`src/irq_ctrl_pkg.sv`:
```
// Shared constants and carriers for the two-level interrupt controller.
// Assumes a single 40 MHz system clock and an external CPU sequencer.
package irq_ctrl_pkg;
  localparam int NUM_SRC = 23;
  localparam int SRC_W = 5;
  localparam int VEC_W = 16;
  localparam logic [VEC_W-1:0] RESET_VECTOR = 16'h0000;
  localparam logic [VEC_W-1:0] VECTOR_BASE = 16'h0003;
  localparam logic [VEC_W-1:0] VECTOR_STEP = 16'h0008;
  // Order 15 is marked unused, but the vector table still fills its slot
  localparam int UNUSED_ORDER = 15;
  localparam int CLK_MHZ = 40;
  localparam int DETECT_CYCLES = 1;
  localparam int CALL_CYCLES = 4;
  localparam int RETURN_CYCLES = 5;
  localparam int DIV_CYCLES = 8;
  localparam int MIN_RESPONSE = DETECT_CYCLES + CALL_CYCLES;
  localparam int MAX_RESPONSE = DETECT_CYCLES + RETURN_CYCLES + DIV_CYCLES + CALL_CYCLES;
  // Sources whose pending flag hardware clears on vectoring
  localparam logic [NUM_SRC-1:0] HW_CLEAR_MASK = 23'h00000F;
  localparam logic [NUM_SRC-1:0] ENABLE_RESET = 23'h000000;
  localparam logic [NUM_SRC-1:0] LEVEL_RESET = 23'h000000;
  localparam logic GLOBAL_ENABLE_RESET = 1'b0;

  typedef struct packed {
    logic valid;
    logic high;
    logic [SRC_W-1:0] src;
    logic [VEC_W-1:0] vector;
  } irq_req_t;

  typedef struct packed {
    logic instr_done;
    logic call_taken;
    logic return_done;
  } cpu_evt_t;
endpackage

```
`src/two_level_interrupt_controller.sv`:
```
// Two-level vectored interrupt controller: pending flags, enables, priorities, nesting.
// Assumes the CPU sequencer pulses its events for one clock and runs the long call itself.
// How it works
// - A valid source condition sets that source's pending flag to one.
// - Flags set regardless of individual or global enable.
// - Enabled set flag raises a request; CPU long-calls its vector after current instruction.
// - Return resumes the interrupted flow; controller unwinds its nesting state and sets its post-return hold.
// - Flags of disabled sources raise no request.
// - Each source owns one enable bit in standard or extended enable registers.
// - Individual enables act only while global enable is one.
// - Global enable zero blocks every source.
// - Flags of sources 0..3 clear on vectoring; software clears the rest.
// - A flag still set after return requests again once one more instruction completes.
// - Software writing one to a flag acts like a hardware event.
// - Per-source level bit, default low; high preempts low, high never preempted.
// - Simultaneous requests: high level served before low.
// - Within a level, lowest order number wins, order 0 to 22.
// - Requests sampled and decoded every clock; least response five cycles.
// - After a return, one more instruction completes before the next call.
// - Worst response eighteen clocks, including return and a divide.
// - Equal or lower level waits for return plus one instruction.
// - On exit the highest-priority pending request is chosen next.
// - Fixed vectors: reset zero, source n at 0x0003 plus eight per order.
// - Level per source set through standard or extended level registers.
`timescale 1ns/1ps
module two_level_interrupt_controller #(
  parameter int NUM_SRC = irq_ctrl_pkg::NUM_SRC
) (
  // Clock and reset
  input wire logic clk_sys_in,
  input wire logic reset_n_in,
  // Source conditions and software flag access
  input wire logic [NUM_SRC-1:0] src_event_in,
  input wire logic [NUM_SRC-1:0] sw_flag_set_in,
  input wire logic [NUM_SRC-1:0] sw_flag_clr_in,
  // Enable and level configuration writes
  input wire logic enable_wr_in,
  input wire logic [NUM_SRC-1:0] enable_wdata_in,
  input wire logic global_enable_wr_in,
  input wire logic global_enable_wdata_in,
  input wire logic level_wr_in,
  input wire logic [NUM_SRC-1:0] level_wdata_in,
  // CPU sequencer events
  input wire irq_ctrl_pkg::cpu_evt_t cpu_evt_in,
  // Request to CPU
  output irq_ctrl_pkg::irq_req_t irq_req_out,
  // Status
  output logic [NUM_SRC-1:0] pending_out,
  output logic [NUM_SRC-1:0] enable_out,
  output logic [NUM_SRC-1:0] level_out,
  output logic global_enable_out,
  output logic [1:0] in_service_out,
  output logic hold_after_return_out
);

  logic [NUM_SRC-1:0] pending_ff;
  logic [NUM_SRC-1:0] enable_ff;
  logic [NUM_SRC-1:0] level_ff;
  logic global_enable_ff;
  // Nesting depth; high can only stack on top of low, never the other way round
  typedef enum logic [1:0] {NEST_IDLE, NEST_LOW, NEST_HIGH, NEST_BOTH} nest_state_t;
  nest_state_t nest_ff;
  logic in_service_low;
  logic in_service_high;
  logic hold_ff;
  irq_ctrl_pkg::irq_req_t req_ff;
  irq_ctrl_pkg::irq_req_t nxt_req;
  logic [NUM_SRC-1:0] armed;
  logic [NUM_SRC-1:0] call_clear;
  logic [NUM_SRC-1:0] win_high;
  logic [NUM_SRC-1:0] win_low;
  logic allow_high;
  logic allow_low;
  logic [irq_ctrl_pkg::VEC_W-1:0] vec_table [NUM_SRC];
  logic high_found;
  logic low_found;
  logic [irq_ctrl_pkg::SRC_W-1:0] high_src;
  logic [irq_ctrl_pkg::SRC_W-1:0] low_src;

  // Individual enables, one bit per source, all replaced by one write
  always_ff @(posedge clk_sys_in or negedge reset_n_in) begin
    if (!reset_n_in) begin
      enable_ff <= irq_ctrl_pkg::ENABLE_RESET;
    end else if (enable_wr_in) begin
      enable_ff <= enable_wdata_in;
    end
  end

  // Priority levels, one bit per source, low after reset
  always_ff @(posedge clk_sys_in or negedge reset_n_in) begin
    if (!reset_n_in) begin
      level_ff <= irq_ctrl_pkg::LEVEL_RESET;
    end else if (level_wr_in) begin
      level_ff <= level_wdata_in;
    end
  end

  // Global enable, off after reset so no source fires before software is ready
  always_ff @(posedge clk_sys_in or negedge reset_n_in) begin
    if (!reset_n_in) begin
      global_enable_ff <= irq_ctrl_pkg::GLOBAL_ENABLE_RESET;
    end else if (global_enable_wr_in) begin
      global_enable_ff <= global_enable_wdata_in;
    end
  end

  // Vectored source is cleared only for the auto-clear group
  always_comb begin
    call_clear = '0;
    if (cpu_evt_in.call_taken && req_ff.valid) begin
      call_clear[req_ff.src] = irq_ctrl_pkg::HW_CLEAR_MASK[req_ff.src];
    end
  end

  // Pending flags, one per source; a new event wins over any clear in the same cycle
  generate
    for (genvar i = 0; i < NUM_SRC; i++) begin : g_flag
      always_ff @(posedge clk_sys_in or negedge reset_n_in) begin
        if (!reset_n_in) begin
          pending_ff[i] <= 1'b0;
        end else if (src_event_in[i] || sw_flag_set_in[i]) begin
          pending_ff[i] <= 1'b1;
        end else if (sw_flag_clr_in[i] || call_clear[i]) begin
          pending_ff[i] <= 1'b0;
        end
      end
    end
  endgenerate

  // Fixed vector per order; the slot of the unused order 15 is filled and selectable like any other
  generate
    for (genvar i = 0; i < NUM_SRC; i++) begin : g_vec
      assign vec_table[i] = irq_ctrl_pkg::VECTOR_BASE
                            + irq_ctrl_pkg::VECTOR_STEP * irq_ctrl_pkg::VEC_W'(i);
    end
  endgenerate

  // Gate flags by individual and global enables
  assign armed = global_enable_ff ? (pending_ff & enable_ff) : '0;

  // Lowest order wins within each level
  generate
    for (genvar i = 0; i < NUM_SRC; i++) begin : g_arb
      if (i == 0) begin : g_first
        assign win_high[i] = armed[i] & level_ff[i];
        assign win_low[i] = armed[i] & ~level_ff[i];
      end else begin : g_rest
        assign win_high[i] = armed[i] & level_ff[i] & ~|(armed[i-1:0] & level_ff[i-1:0]);
        assign win_low[i] = armed[i] & ~level_ff[i] & ~|(armed[i-1:0] & ~level_ff[i-1:0]);
      end
    end
  endgenerate

  // High may preempt low only; nothing preempts high; low waits for any routine
  assign allow_high = !in_service_high && !hold_ff;
  assign allow_low = !in_service_high && !in_service_low && !hold_ff;

  // Encode the single high-level winner into its order number
  always_comb begin
    high_found = 1'b0;
    high_src = '0;
    for (int i = 0; i < NUM_SRC; i++) begin
      if (win_high[i]) begin
        high_found = 1'b1;
        high_src = irq_ctrl_pkg::SRC_W'(i);
      end
    end
  end

  // Encode the single low-level winner into its order number
  always_comb begin
    low_found = 1'b0;
    low_src = '0;
    for (int i = 0; i < NUM_SRC; i++) begin
      if (win_low[i]) begin
        low_found = 1'b1;
        low_src = irq_ctrl_pkg::SRC_W'(i);
      end
    end
  end

  // Decode every clock, high level first
  always_comb begin
    nxt_req = '0;
    nxt_req.vector = irq_ctrl_pkg::RESET_VECTOR;
    if (high_found && allow_high) begin
      nxt_req.valid = 1'b1;
      nxt_req.high = 1'b1;
      nxt_req.src = high_src;
    end else if (low_found && allow_low) begin
      nxt_req.valid = 1'b1;
      nxt_req.high = 1'b0;
      nxt_req.src = low_src;
    end
    if (nxt_req.valid) begin
      // Vector 0 stays on the bus while idle, so a stray call lands on the reset entry
      nxt_req.vector = vec_table[nxt_req.src];
    end
    // A call taken this cycle retires the request on the same edge that an auto-clear flag drops
    if (cpu_evt_in.call_taken) begin
      nxt_req = '0;
    end
  end

  // Registered request; one cycle of detect latency
  always_ff @(posedge clk_sys_in or negedge reset_n_in) begin
    if (!reset_n_in) begin
      req_ff <= '0;
    end else begin
      req_ff <= nxt_req;
    end
  end

  // In-service markers per level; a call in the same cycle as a return wins
  always_ff @(posedge clk_sys_in or negedge reset_n_in) begin
    if (!reset_n_in) begin
      nest_ff <= NEST_IDLE;
    end else begin
      case (nest_ff)
        NEST_IDLE: begin
          if (cpu_evt_in.call_taken && req_ff.valid) begin
            nest_ff <= req_ff.high ? NEST_HIGH : NEST_LOW;
          end
        end
        NEST_LOW: begin
          if (cpu_evt_in.call_taken && req_ff.valid && req_ff.high) begin
            nest_ff <= NEST_BOTH;
          end else if (cpu_evt_in.return_done) begin
            nest_ff <= NEST_IDLE;
          end
        end
        NEST_HIGH: begin
          if (cpu_evt_in.return_done) begin
            nest_ff <= NEST_IDLE;
          end
        end
        NEST_BOTH: begin
          // Unwind the innermost level first
          if (cpu_evt_in.return_done) begin
            nest_ff <= NEST_LOW;
          end
        end
        default: begin
          nest_ff <= NEST_IDLE;
        end
      endcase
    end
  end

  assign in_service_low = (nest_ff == NEST_LOW) || (nest_ff == NEST_BOTH);
  assign in_service_high = (nest_ff == NEST_HIGH) || (nest_ff == NEST_BOTH);

  // After a return one more instruction must complete before the next call
  always_ff @(posedge clk_sys_in or negedge reset_n_in) begin
    if (!reset_n_in) begin
      hold_ff <= 1'b0;
    end else if (cpu_evt_in.return_done) begin
      hold_ff <= 1'b1;
    end else if (cpu_evt_in.instr_done) begin
      hold_ff <= 1'b0;
    end
  end

  assign irq_req_out = req_ff;
  assign pending_out = pending_ff;
  assign enable_out = enable_ff;
  assign level_out = level_ff;
  assign global_enable_out = global_enable_ff;
  assign in_service_out = {in_service_high, in_service_low};
  assign hold_after_return_out = hold_ff;

endmodule // two_level_interrupt_controller

```
`config.mk`:
```
export PLATFORM = sky130hd
export DESIGN_NAME = two_level_interrupt_controller
export DESIGN_NICKNAME = d
export VERILOG_FILES = /design/src/irq_ctrl_pkg.sv /design/src/two_level_interrupt_controller.sv
export SDC_FILE = /design/constraint.sdc
export NUM_CORES = 1
export LEC_CHECK = 0
export ABC_AREA = 1
export BUFFER_PORTS_ARGS = -buffer_cell sky130_fd_sc_hd__buf_2
export CAP_MARGIN = 20
export CELL_PAD_IN_SITES_DETAIL_PLACEMENT = 0
export CELL_PAD_IN_SITES_GLOBAL_PLACEMENT = 1
export CORE_MARGIN = 1.5
export CORE_UTILIZATION = 35
export CTS_CLUSTER_SIZE = 14
export DETAILED_ROUTE_END_ITERATION = 12
export PLACE_DENSITY_LB_ADDON = 0.05
export SLEW_MARGIN = 0
export SYNTH_ARGS = -nofsm -noshare
export SYNTH_HDL_FRONTEND = slang
export SYNTH_SLANG_ARGS = --single-unit
```
`constraint.sdc`:
```
create_clock -name clk_sys_in -period 4.5 [get_ports clk_sys_in]
set_clock_uncertainty 0.2 [all_clocks]
set_input_delay 0.675 -clock clk_sys_in [delete_from_list [all_inputs] [get_ports clk_sys_in]]
set_output_delay 0.675 -clock clk_sys_in [all_outputs]
set_load 0.02 [all_outputs]
```
==> impl_results.md, run 1 <==
* Outcome: finished, final reports clean
* Netlist cell types at 39
* Final #Nets at 861
* Final Setup Violations at 0
* RSZ-0062 raised after global routing: false
* DR iter-0 viols at 148
* Total wire length at 12180 um
* Clock sink total at 85
* Fin Setup TNS at 0 ps
* Die Wd at 117.1 um
* Max Root-Sink Buffers at 2
* Actual slew at the worst max-slew pin at 712.2 ps
* Die Area at 0.01371 sq mm
* Tmin final at 2855 ps
* Yosys reg bits at 85
* # Post-CTS Setup Buffers at 0
* Hold crit path type: in2async
* YS warnings at 0
* Io pins at 220
* Hold Slack at approximately 120 ps
* Remaining DRCs at 0
* # diodes at 0
* H-tree level count at 3
* Critical Path Source Type: flip-flop
* Crit-path max cell delay at 750 ps
* Critical path endpoint category: flip-flop
* R2r startpoint: global_enable_out$_DFFE_PN0P_
* Maximum vdd drop at around 270 uV
* Cell count of the worst reg-to-reg path at 13
* Reg2Reg Capture Point: irq_req_out[6]$_DFF_PN0_
* Root Buffer Master: clkbuf_16
* Biggest area consumer among synthesized cells: dfrtp_1
* PortBufs at 210
* GR Util All Layers at approximately 18%
* Cells after synthesis at 533
* Core Box Area at 0.01267 sq mm
* Avg Inst Size Synth at 8.545 sq um
* WL/cell at 13.34 um
* Vias per cell at ~4.7
* CP bufs+invs at 3
* Global-route wire length before repair at 19130 um
* Chip height at 117.1 um
* Clock transition at path regs at approximately 60 ps
* Hpwl dp at 9583 um
* CTS tree: done
* Final Hold Viols at 0
* Power Density at 367.8 mW/mm^2
* Critical Path AT at about 2900 ps
* Non-filler instance count after layout at between 900 and 1000
* Area growth, synth to finish at 30.88%
* Required time of the worst setup path at approximately 4500 ps
* Cts repair resizes at 0
* Initial antenna violation count at 0
* Most frequent cells in the layout: buf_2 (209), dfrtp_1 (85), nor2_1 (77)
* Final GP Congestion at 0.8185
* Most common cell after layout, fill and taps aside: buf_2
* Reg2Reg Setup Slack at 1640 ps
* Max-cap viol count at 0
* Hold buffers post-CTS at 0
* Starting Density at 35.94%
* Max Fclk at roughly 0.35 GHz
* Setup CP Type: reg2reg
* Synth area leaders: dfrtp_1 (47%), nor2_1 (6.3%), mux2_2 (5.9%), inv_1 (5.9%), o21ai_0 (5.4%)
* Via count at 4267
* Initial DRT Pass Iterations at 4
* Worst-path cell chain: buf_4 -> nand3_2 -> nor2_1 -> inv_2 -> nand3_2 -> nor2_4 -> nand2_4 -> inv_1 -> nand3_1 -> nor3b_1 -> nand2_1 -> nand2_1 -> nor2_1
* Routed Antenna Nets at 0
* Largest net degree at the start of global routing at 86
* CTS buffer count at 9
* Core Rows at 41
* Post-synth EDFFs at 0
* Clock insertion delay at the later pin of the skew report at 340 ps
* Primary FF master, synth: dfrtp_1
* Static Leak at 3.234 nW
* Post-Syn Area at 0.004554 sq mm
* Inst Count DP at around 900
* Max-slew violations at 0
* Worst Path Max Fanout at 19
* GR Overflow Total at 0
* Crit share post-route at 63.45%
* Fraction of registers with async set/reset at between 90% and 100%
* Worst slew margin at 52.52%
* Top Family by Delay on Critical Path: simple AND/OR/NAND/NOR gates
* Sequential area share after synthesis at 46.70%
* Layout cells sized above 1 at about two fifths
* Vias in the first global route at 3863
* Top cell type's share of synthesized area at a little under half
* CP max stage cell: dfrtp_1
worst register-to-register path: cells and delay by family, from the launching register on:
| kind | cells | cell delay, ps |
|---|---|---|
| buffers and inverters | 3 | 550 |
| DFF | 1 | 750 |
| and+or+nand+nor | 10 | 1230 |
metrics by stage:
step           util [%]  area [sq um]  setup slack, ps  power (W)
5_1_grt           47.04          5961             1324   0.002341
3_5_place_dp      44.83          5680             1662   0.001541
3_3_place_gp      44.83          5680             1724   0.001533
2_1_floorplan         -          4584             2339   0.001339
6_report          47.04          5961             1645   0.002192
4_1_cts           46.88          5941             1620   0.002227
layer usage:
metal / GRT usage [%] / wire [um]
met3: 5.201 / 783
met5: 0 / 0
met4: 6.024 / 159
met1: 24.37 / 5622
met2: 29.24 / 5617
final cells by class:
cell class                      count  area (sq um)
Fill cell                        1303          6710
Sequential cell                    85          2127
Multi-Input combinational cell    353          1992
Timing Repair Buffer              212          1081
Inverter                           76         285.3
Clock buffer                       13         250.2
Tap cell                          172         215.2
Clock inverter                      2         10.01
kinds of logic (layout without fill, tap and decap cells):
kind of cell | Yosys count | count (layout) | synth area share [%]
other cells | 1 | 9 | 0.08234
mux | 24 | 24 | 5.934
flops | 85 | 85 | 46.70
simple gates | 246 | 246 | 28.02
buf+inv | 103 | 303 | 10.22
compound gates | 74 | 74 | 9.038
worst max path at each step:
| stage | start | endpoint | slack [ps] | cells after the start |
|---|---|---|---|---|
| floorplan | global_enable_out$_DFFE_PN0P_ | irq_req_out[20]$_DFF_PN0_ | 2340 | 14 |
| global placement | global_enable_out$_DFFE_PN0P_ | irq_req_out[6]$_DFF_PN0_ | 1720 | 13 |
| global route | global_enable_out$_DFFE_PN0P_ | irq_req_out[6]$_DFF_PN0_ | 1320 | 13 |
| detailed placement | global_enable_out$_DFFE_PN0P_ | irq_req_out[6]$_DFF_PN0_ | 1660 | 13 |
| finish | global_enable_out$_DFFE_PN0P_ | irq_req_out[6]$_DFF_PN0_ | 1640 | 13 |
| CTS | global_enable_out$_DFFE_PN0P_ | irq_req_out[19]$_DFF_PN0_ | 1620 | 13 |
flip-flops by register name, indices dropped and copies added (netlist names):
| register | flops |
|---|---|
| pending_out | 23 |
| irq_req_out | 12 |
| enable_out | 23 |
| hold_after_return_out | 1 |
| nest_ff | 2 |
| level_out | 23 |
| global_enable_out | 1 |
power breakdown:
group / internal (W) / switching [W]
logic: 0.000223 / 0.000393
registers: 0.000838 / 0.0000691
clock network: 0.000384 / 0.000285
total: 0.00145 / 0.000747
cells in the mapped netlist (5+ instances only):
master and count:
o21ai_0 49, inv_1 71, mux2_2 24, nor2_2 7
dfrtp_1 85, nand4_2 7, clkbuf_1 9, nand2_2 5
nor3_1 8, nor2_1 77, nand2_1 61, inv_2 5
nand3_1 35, nand4_1 20, buf_4 13, nand3_2 6
a21oi_1 9
No activity file was read; power rests on OpenSTA's default activity.
==> inputs of run 2 (changes only) <==
--- a/config.mk
+++ b/config.mk
@@ -5,13 +5,13 @@
 export SDC_FILE = /design/constraint.sdc
 export NUM_CORES = 1
 export LEC_CHECK = 0
-export ABC_AREA = 1
+export ABC_AREA = 0
 export BUFFER_PORTS_ARGS = -buffer_cell sky130_fd_sc_hd__buf_2
 export CAP_MARGIN = 20
 export CELL_PAD_IN_SITES_DETAIL_PLACEMENT = 0
 export CELL_PAD_IN_SITES_GLOBAL_PLACEMENT = 1
 export CORE_MARGIN = 1.5
-export CORE_UTILIZATION = 35
+export CORE_UTILIZATION = 30
 export CTS_CLUSTER_SIZE = 14
 export DETAILED_ROUTE_END_ITERATION = 12
 export PLACE_DENSITY_LB_ADDON = 0.05
==> constraint.sdc (replaced) <==
create_clock -name clk_sys_in -period 2.45 [get_ports clk_sys_in]
set_clock_uncertainty 0.2 [all_clocks]
set_input_delay 0.3675 -clock clk_sys_in [delete_from_list [all_inputs] [get_ports clk_sys_in]]
set_output_delay 0.3675 -clock clk_sys_in [all_outputs]
set_load 0.02 [all_outputs]
==> run 2 against run 1 <==
Against the previous run: via count fell by 4.3%; non-clock buffer count up 64; critical path type unchanged; highest routed layer unchanged; final cell count shrank 6.6%; largest cell class unchanged; routed wire length grew 7.6%; synthesized area down 5.7%; final area increased by 7.7%; worst hold slack got worse by 120 ps.
==> impl_results.md, run 2 <==
* Max Fclk at 0.4141 GHz (+18%)
* Clock insertion delay at the later pin of the skew report at 350 ps (about the same)
* Vias per cell at 4.787 (+2.4%)
* Critical path endpoint category: flip-flop
* CP max stage cell: or4_4
* Critical Path AT at 2470 ps (-410 ps)
* Most frequent cells in the layout: buf_2 (209), dfrtp_1 (82), mux2_2 (46)
* Yosys reg bits at 85 (unchanged)
* Final GP Congestion at 0.8196 (+0.13%)
* Most Frequent Cell on Critical Path: buf_4
* Fin worst setup slack at 35.21 ps (-1609 ps)
* Remaining DRCs at 0 (unchanged)
* Cells after synthesis at 399 (-25%)
* Dpl ws at -36.86 ps (-1699 ps)
* Static Leak at 3.144 nW (-2.8%)
* Die Area at 0.01505 sq mm (+9.8%)
* Maximum vdd drop at 350.9 uV (+31%)
* Final Hold Viols at 0 (unchanged)
* Sequential area share after synthesis at 49.50% (+2.8 points)
* Hold crit path type: in2reg
* CTS buffer count at 9 (unchanged)
* Crit-path max cell delay at 490 ps (-260 ps)
* Crit share post-route at 98.56% (+35 points)
* Required time of the worst setup path at 2500 ps (-2020 ps)
* WL/cell at 15.36 um (+15%)
* Max Root-Sink Buffers at 2 (unchanged)
* Core Box Area at 0.01393 sq mm (+10%)
* Vias in the first global route at 4100 (+6.1%)
* Post-synth EDFFs at 0 (unchanged)
* Worst Path Max Fanout at 8 (-11)
* GR Overflow Total at 0 (unchanged)
* Outcome: finished, final reports clean
* Worst-path cell chain: buf_4 -> buf_4 -> nand4b_1 -> nand4_1 -> or4_4 -> a31oi_1 -> o311ai_1 -> a211oi_2
* Clock sink total at 85 (unchanged)
* Post-Syn Area at 0.004297 sq mm (-5.7%)
* Area growth, synth to finish at 49.39%
* Final #Nets at 792 (-8.0%)
* PortBufs at 210 (unchanged)
* Max-slew violations at 0 (unchanged)
* Top cell type's share of synthesized area at 49.50% (+2.8 points)
* Final Setup Violations at 0 (unchanged)
* Io pins at 220 (unchanged)
* Power Density at 650.5 mW/mm^2 (+77%)
* Netlist cell types at 58 (+49%)
* Critical path origin: global_enable_out$_DFFE_PN0P_
* Root Buffer Master: clkbuf_16
* Hpwl dp at 10210 um (+6.5%)
* H-tree level count at 3 (unchanged)
* Primary FF master, synth: dfrtp_1
* Tmin final at 2415 ps (-440.5 ps)
* Area of the multi-input gates at 0.002029 sq mm (+1.9%)
* Cell count of the worst reg-to-reg path at 8 (-5)
* Fraction of registers with async set/reset at 100.0% (unchanged)
* Worst slew margin at 57.95% (+5.4 points)
* Critical Path Source Type: flip-flop
* Synth area leaders: dfrtp_1 (50%), mux2_2 (12%), nand4b_1 (4.1%), o21ai_0 (3.4%), nor2_1 (2.9%)
* Clock transition at path regs at 60 ps (about the same)
* DR iter-0 viols at 118 (-20%)
* YS warnings at 0 (unchanged)
* Max-cap viol count at 0 (unchanged)
* Routed Antenna Nets at 0 (unchanged)
* R2r startpoint: global_enable_out$_DFFE_PN0P_
* Fill cell count at 1396 (+7.1%)
* Final core utilization at 46.06% (-0.98 points)
* GR Util All Layers at 18.05% (-0.37 points)
* Starting Density at 30.83% (-5.1 points)
* Die Wd at 122.7 um (+4.8%)
* Setup CP Type: reg2reg
* Largest net degree at the start of global routing at 86 (unchanged)
* Global-route wire length before repair at 20760 um (+8.5%)
* Layout cells sized above 1 at 51.41% (+13 points)
* CTS tree: done
* Actual slew at the worst max-slew pin at 630.8 ps (-81.44 ps)
* RSZ-0062 raised after global routing: true
* Most frequent cell after synthesis: dfrtp_1
* FF+latch area at 0.002131 sq mm (+0.18%)
* Fin Setup TNS at 0 ps (unchanged)
* Initial antenna violation count at 0 (unchanged)
* Hold Startpoint: sw_flag_clr_in[7]
* Via count at 4083 (-4.3%)
* Total wire length at 13100 um (+7.6%)
* # diodes at 0 (unchanged)
* Chip height at 122.7 um (+4.8%)
* Most common cell after layout, fill and taps aside: buf_2
* Biggest area consumer among synthesized cells: dfrtp_1
* Post-synth top cells: dfrtp_1 (85), mux2_2 (46), nor2_1 (33), o21ai_0 (29), inv_1 (28)
* Core Rows at 43 (+4.9%)
* Hold path depth at 2
* Avg Inst Size Synth at 10.77 sq um (+26%)
* Initial DRT Pass Iterations at 4 (unchanged)
## run 2: where the power goes
| part | internal, W | switching, W |
|---|---|---|
| logic | 0.000532 | 0.000612 |
| clock network | 0.000815 | 0.000548 |
| registers | 0.00153 | 0.000141 |
## run 2: critical path: cells and delay by family (launching register included)
kind            cells  cell delay (ps)
compound gates      3              600
buf+inv             2              320
flops               1              450
simple gates        3              740
## run 2: area by class of cell
cell class                      instances  area share (%)
Timing Repair Buffer                  276           25.46
Clock inverter                          4          0.7407
Inverter                               28           1.637
Sequential cell                        85           33.20
Tap cell                              180           3.509
Multi-Input combinational cell        268           31.62
Clock buffer                           12           3.840
## run 2: layer usage
layer / track usage [%] / wire [um] / vias up
li1: - / - / 2001
met1: 23.65 / 5958 / 1942
met2: 28.99 / 6157 / 131
met3: 5.994 / 873 / 9
met4: 3.924 / 115 / 0
met5: 0 / 0 / -
## run 2: cell families (layout without fill, tap and decap cells)
family	after synthesis	count (layout)	share of synthesized area (%)
AOI/OAI and AO/OA	73	73	11.65
other	1	9	0.08728
and+or+nand+nor	138	138	20.09
DFF	85	85	49.50
buffers and inverters	54	320	6.144
muxes	48	48	12.52
## run 2: timing repair
item / CTS / global route
setup buffers: 1 / 3
pin swaps: 3 / 11
endpoints found under the hold margin: 103 / 0
gates cloned: 0 / 0
setup endpoints to repair: 4 / 10
resized for setup: 10 / 15
hold buffers: 21 / 0
## run 2: path summary, 6_finish.rpt
path                                              end  slack [ps]
max                          irq_req_out[3]$_DFF_PN0_          40
min                        pending_out[7]$_DFFE_PN0P_           5
max reg2reg                  irq_req_out[3]$_DFF_PN0_          40
min reg2reg                 enable_out[6]$_DFFE_PN0P_         340
max in group asynchronous    irq_req_out[1]$_DFF_PN0_        1260
min in group asynchronous    level_out[2]$_DFFE_PN0P_         370
## run 2: per-stage QoR
stage | area [sq um] | std cells | hold slack [ps] | total power [W]
final | 6419 | 853 | 5.350 | 0.004175
after global routing | 6419 | 853 | 6.294 | 0.004418
after CTS | 6334 | 850 | 0.2579 | 0.004196
after detailed placement | 5771 | 812 | 239.9 | 0.002767
after global placement | 5771 | 812 | 239.9 | 0.002758
after floorplan | 4330 | 407 | -128.1 | 0.002283
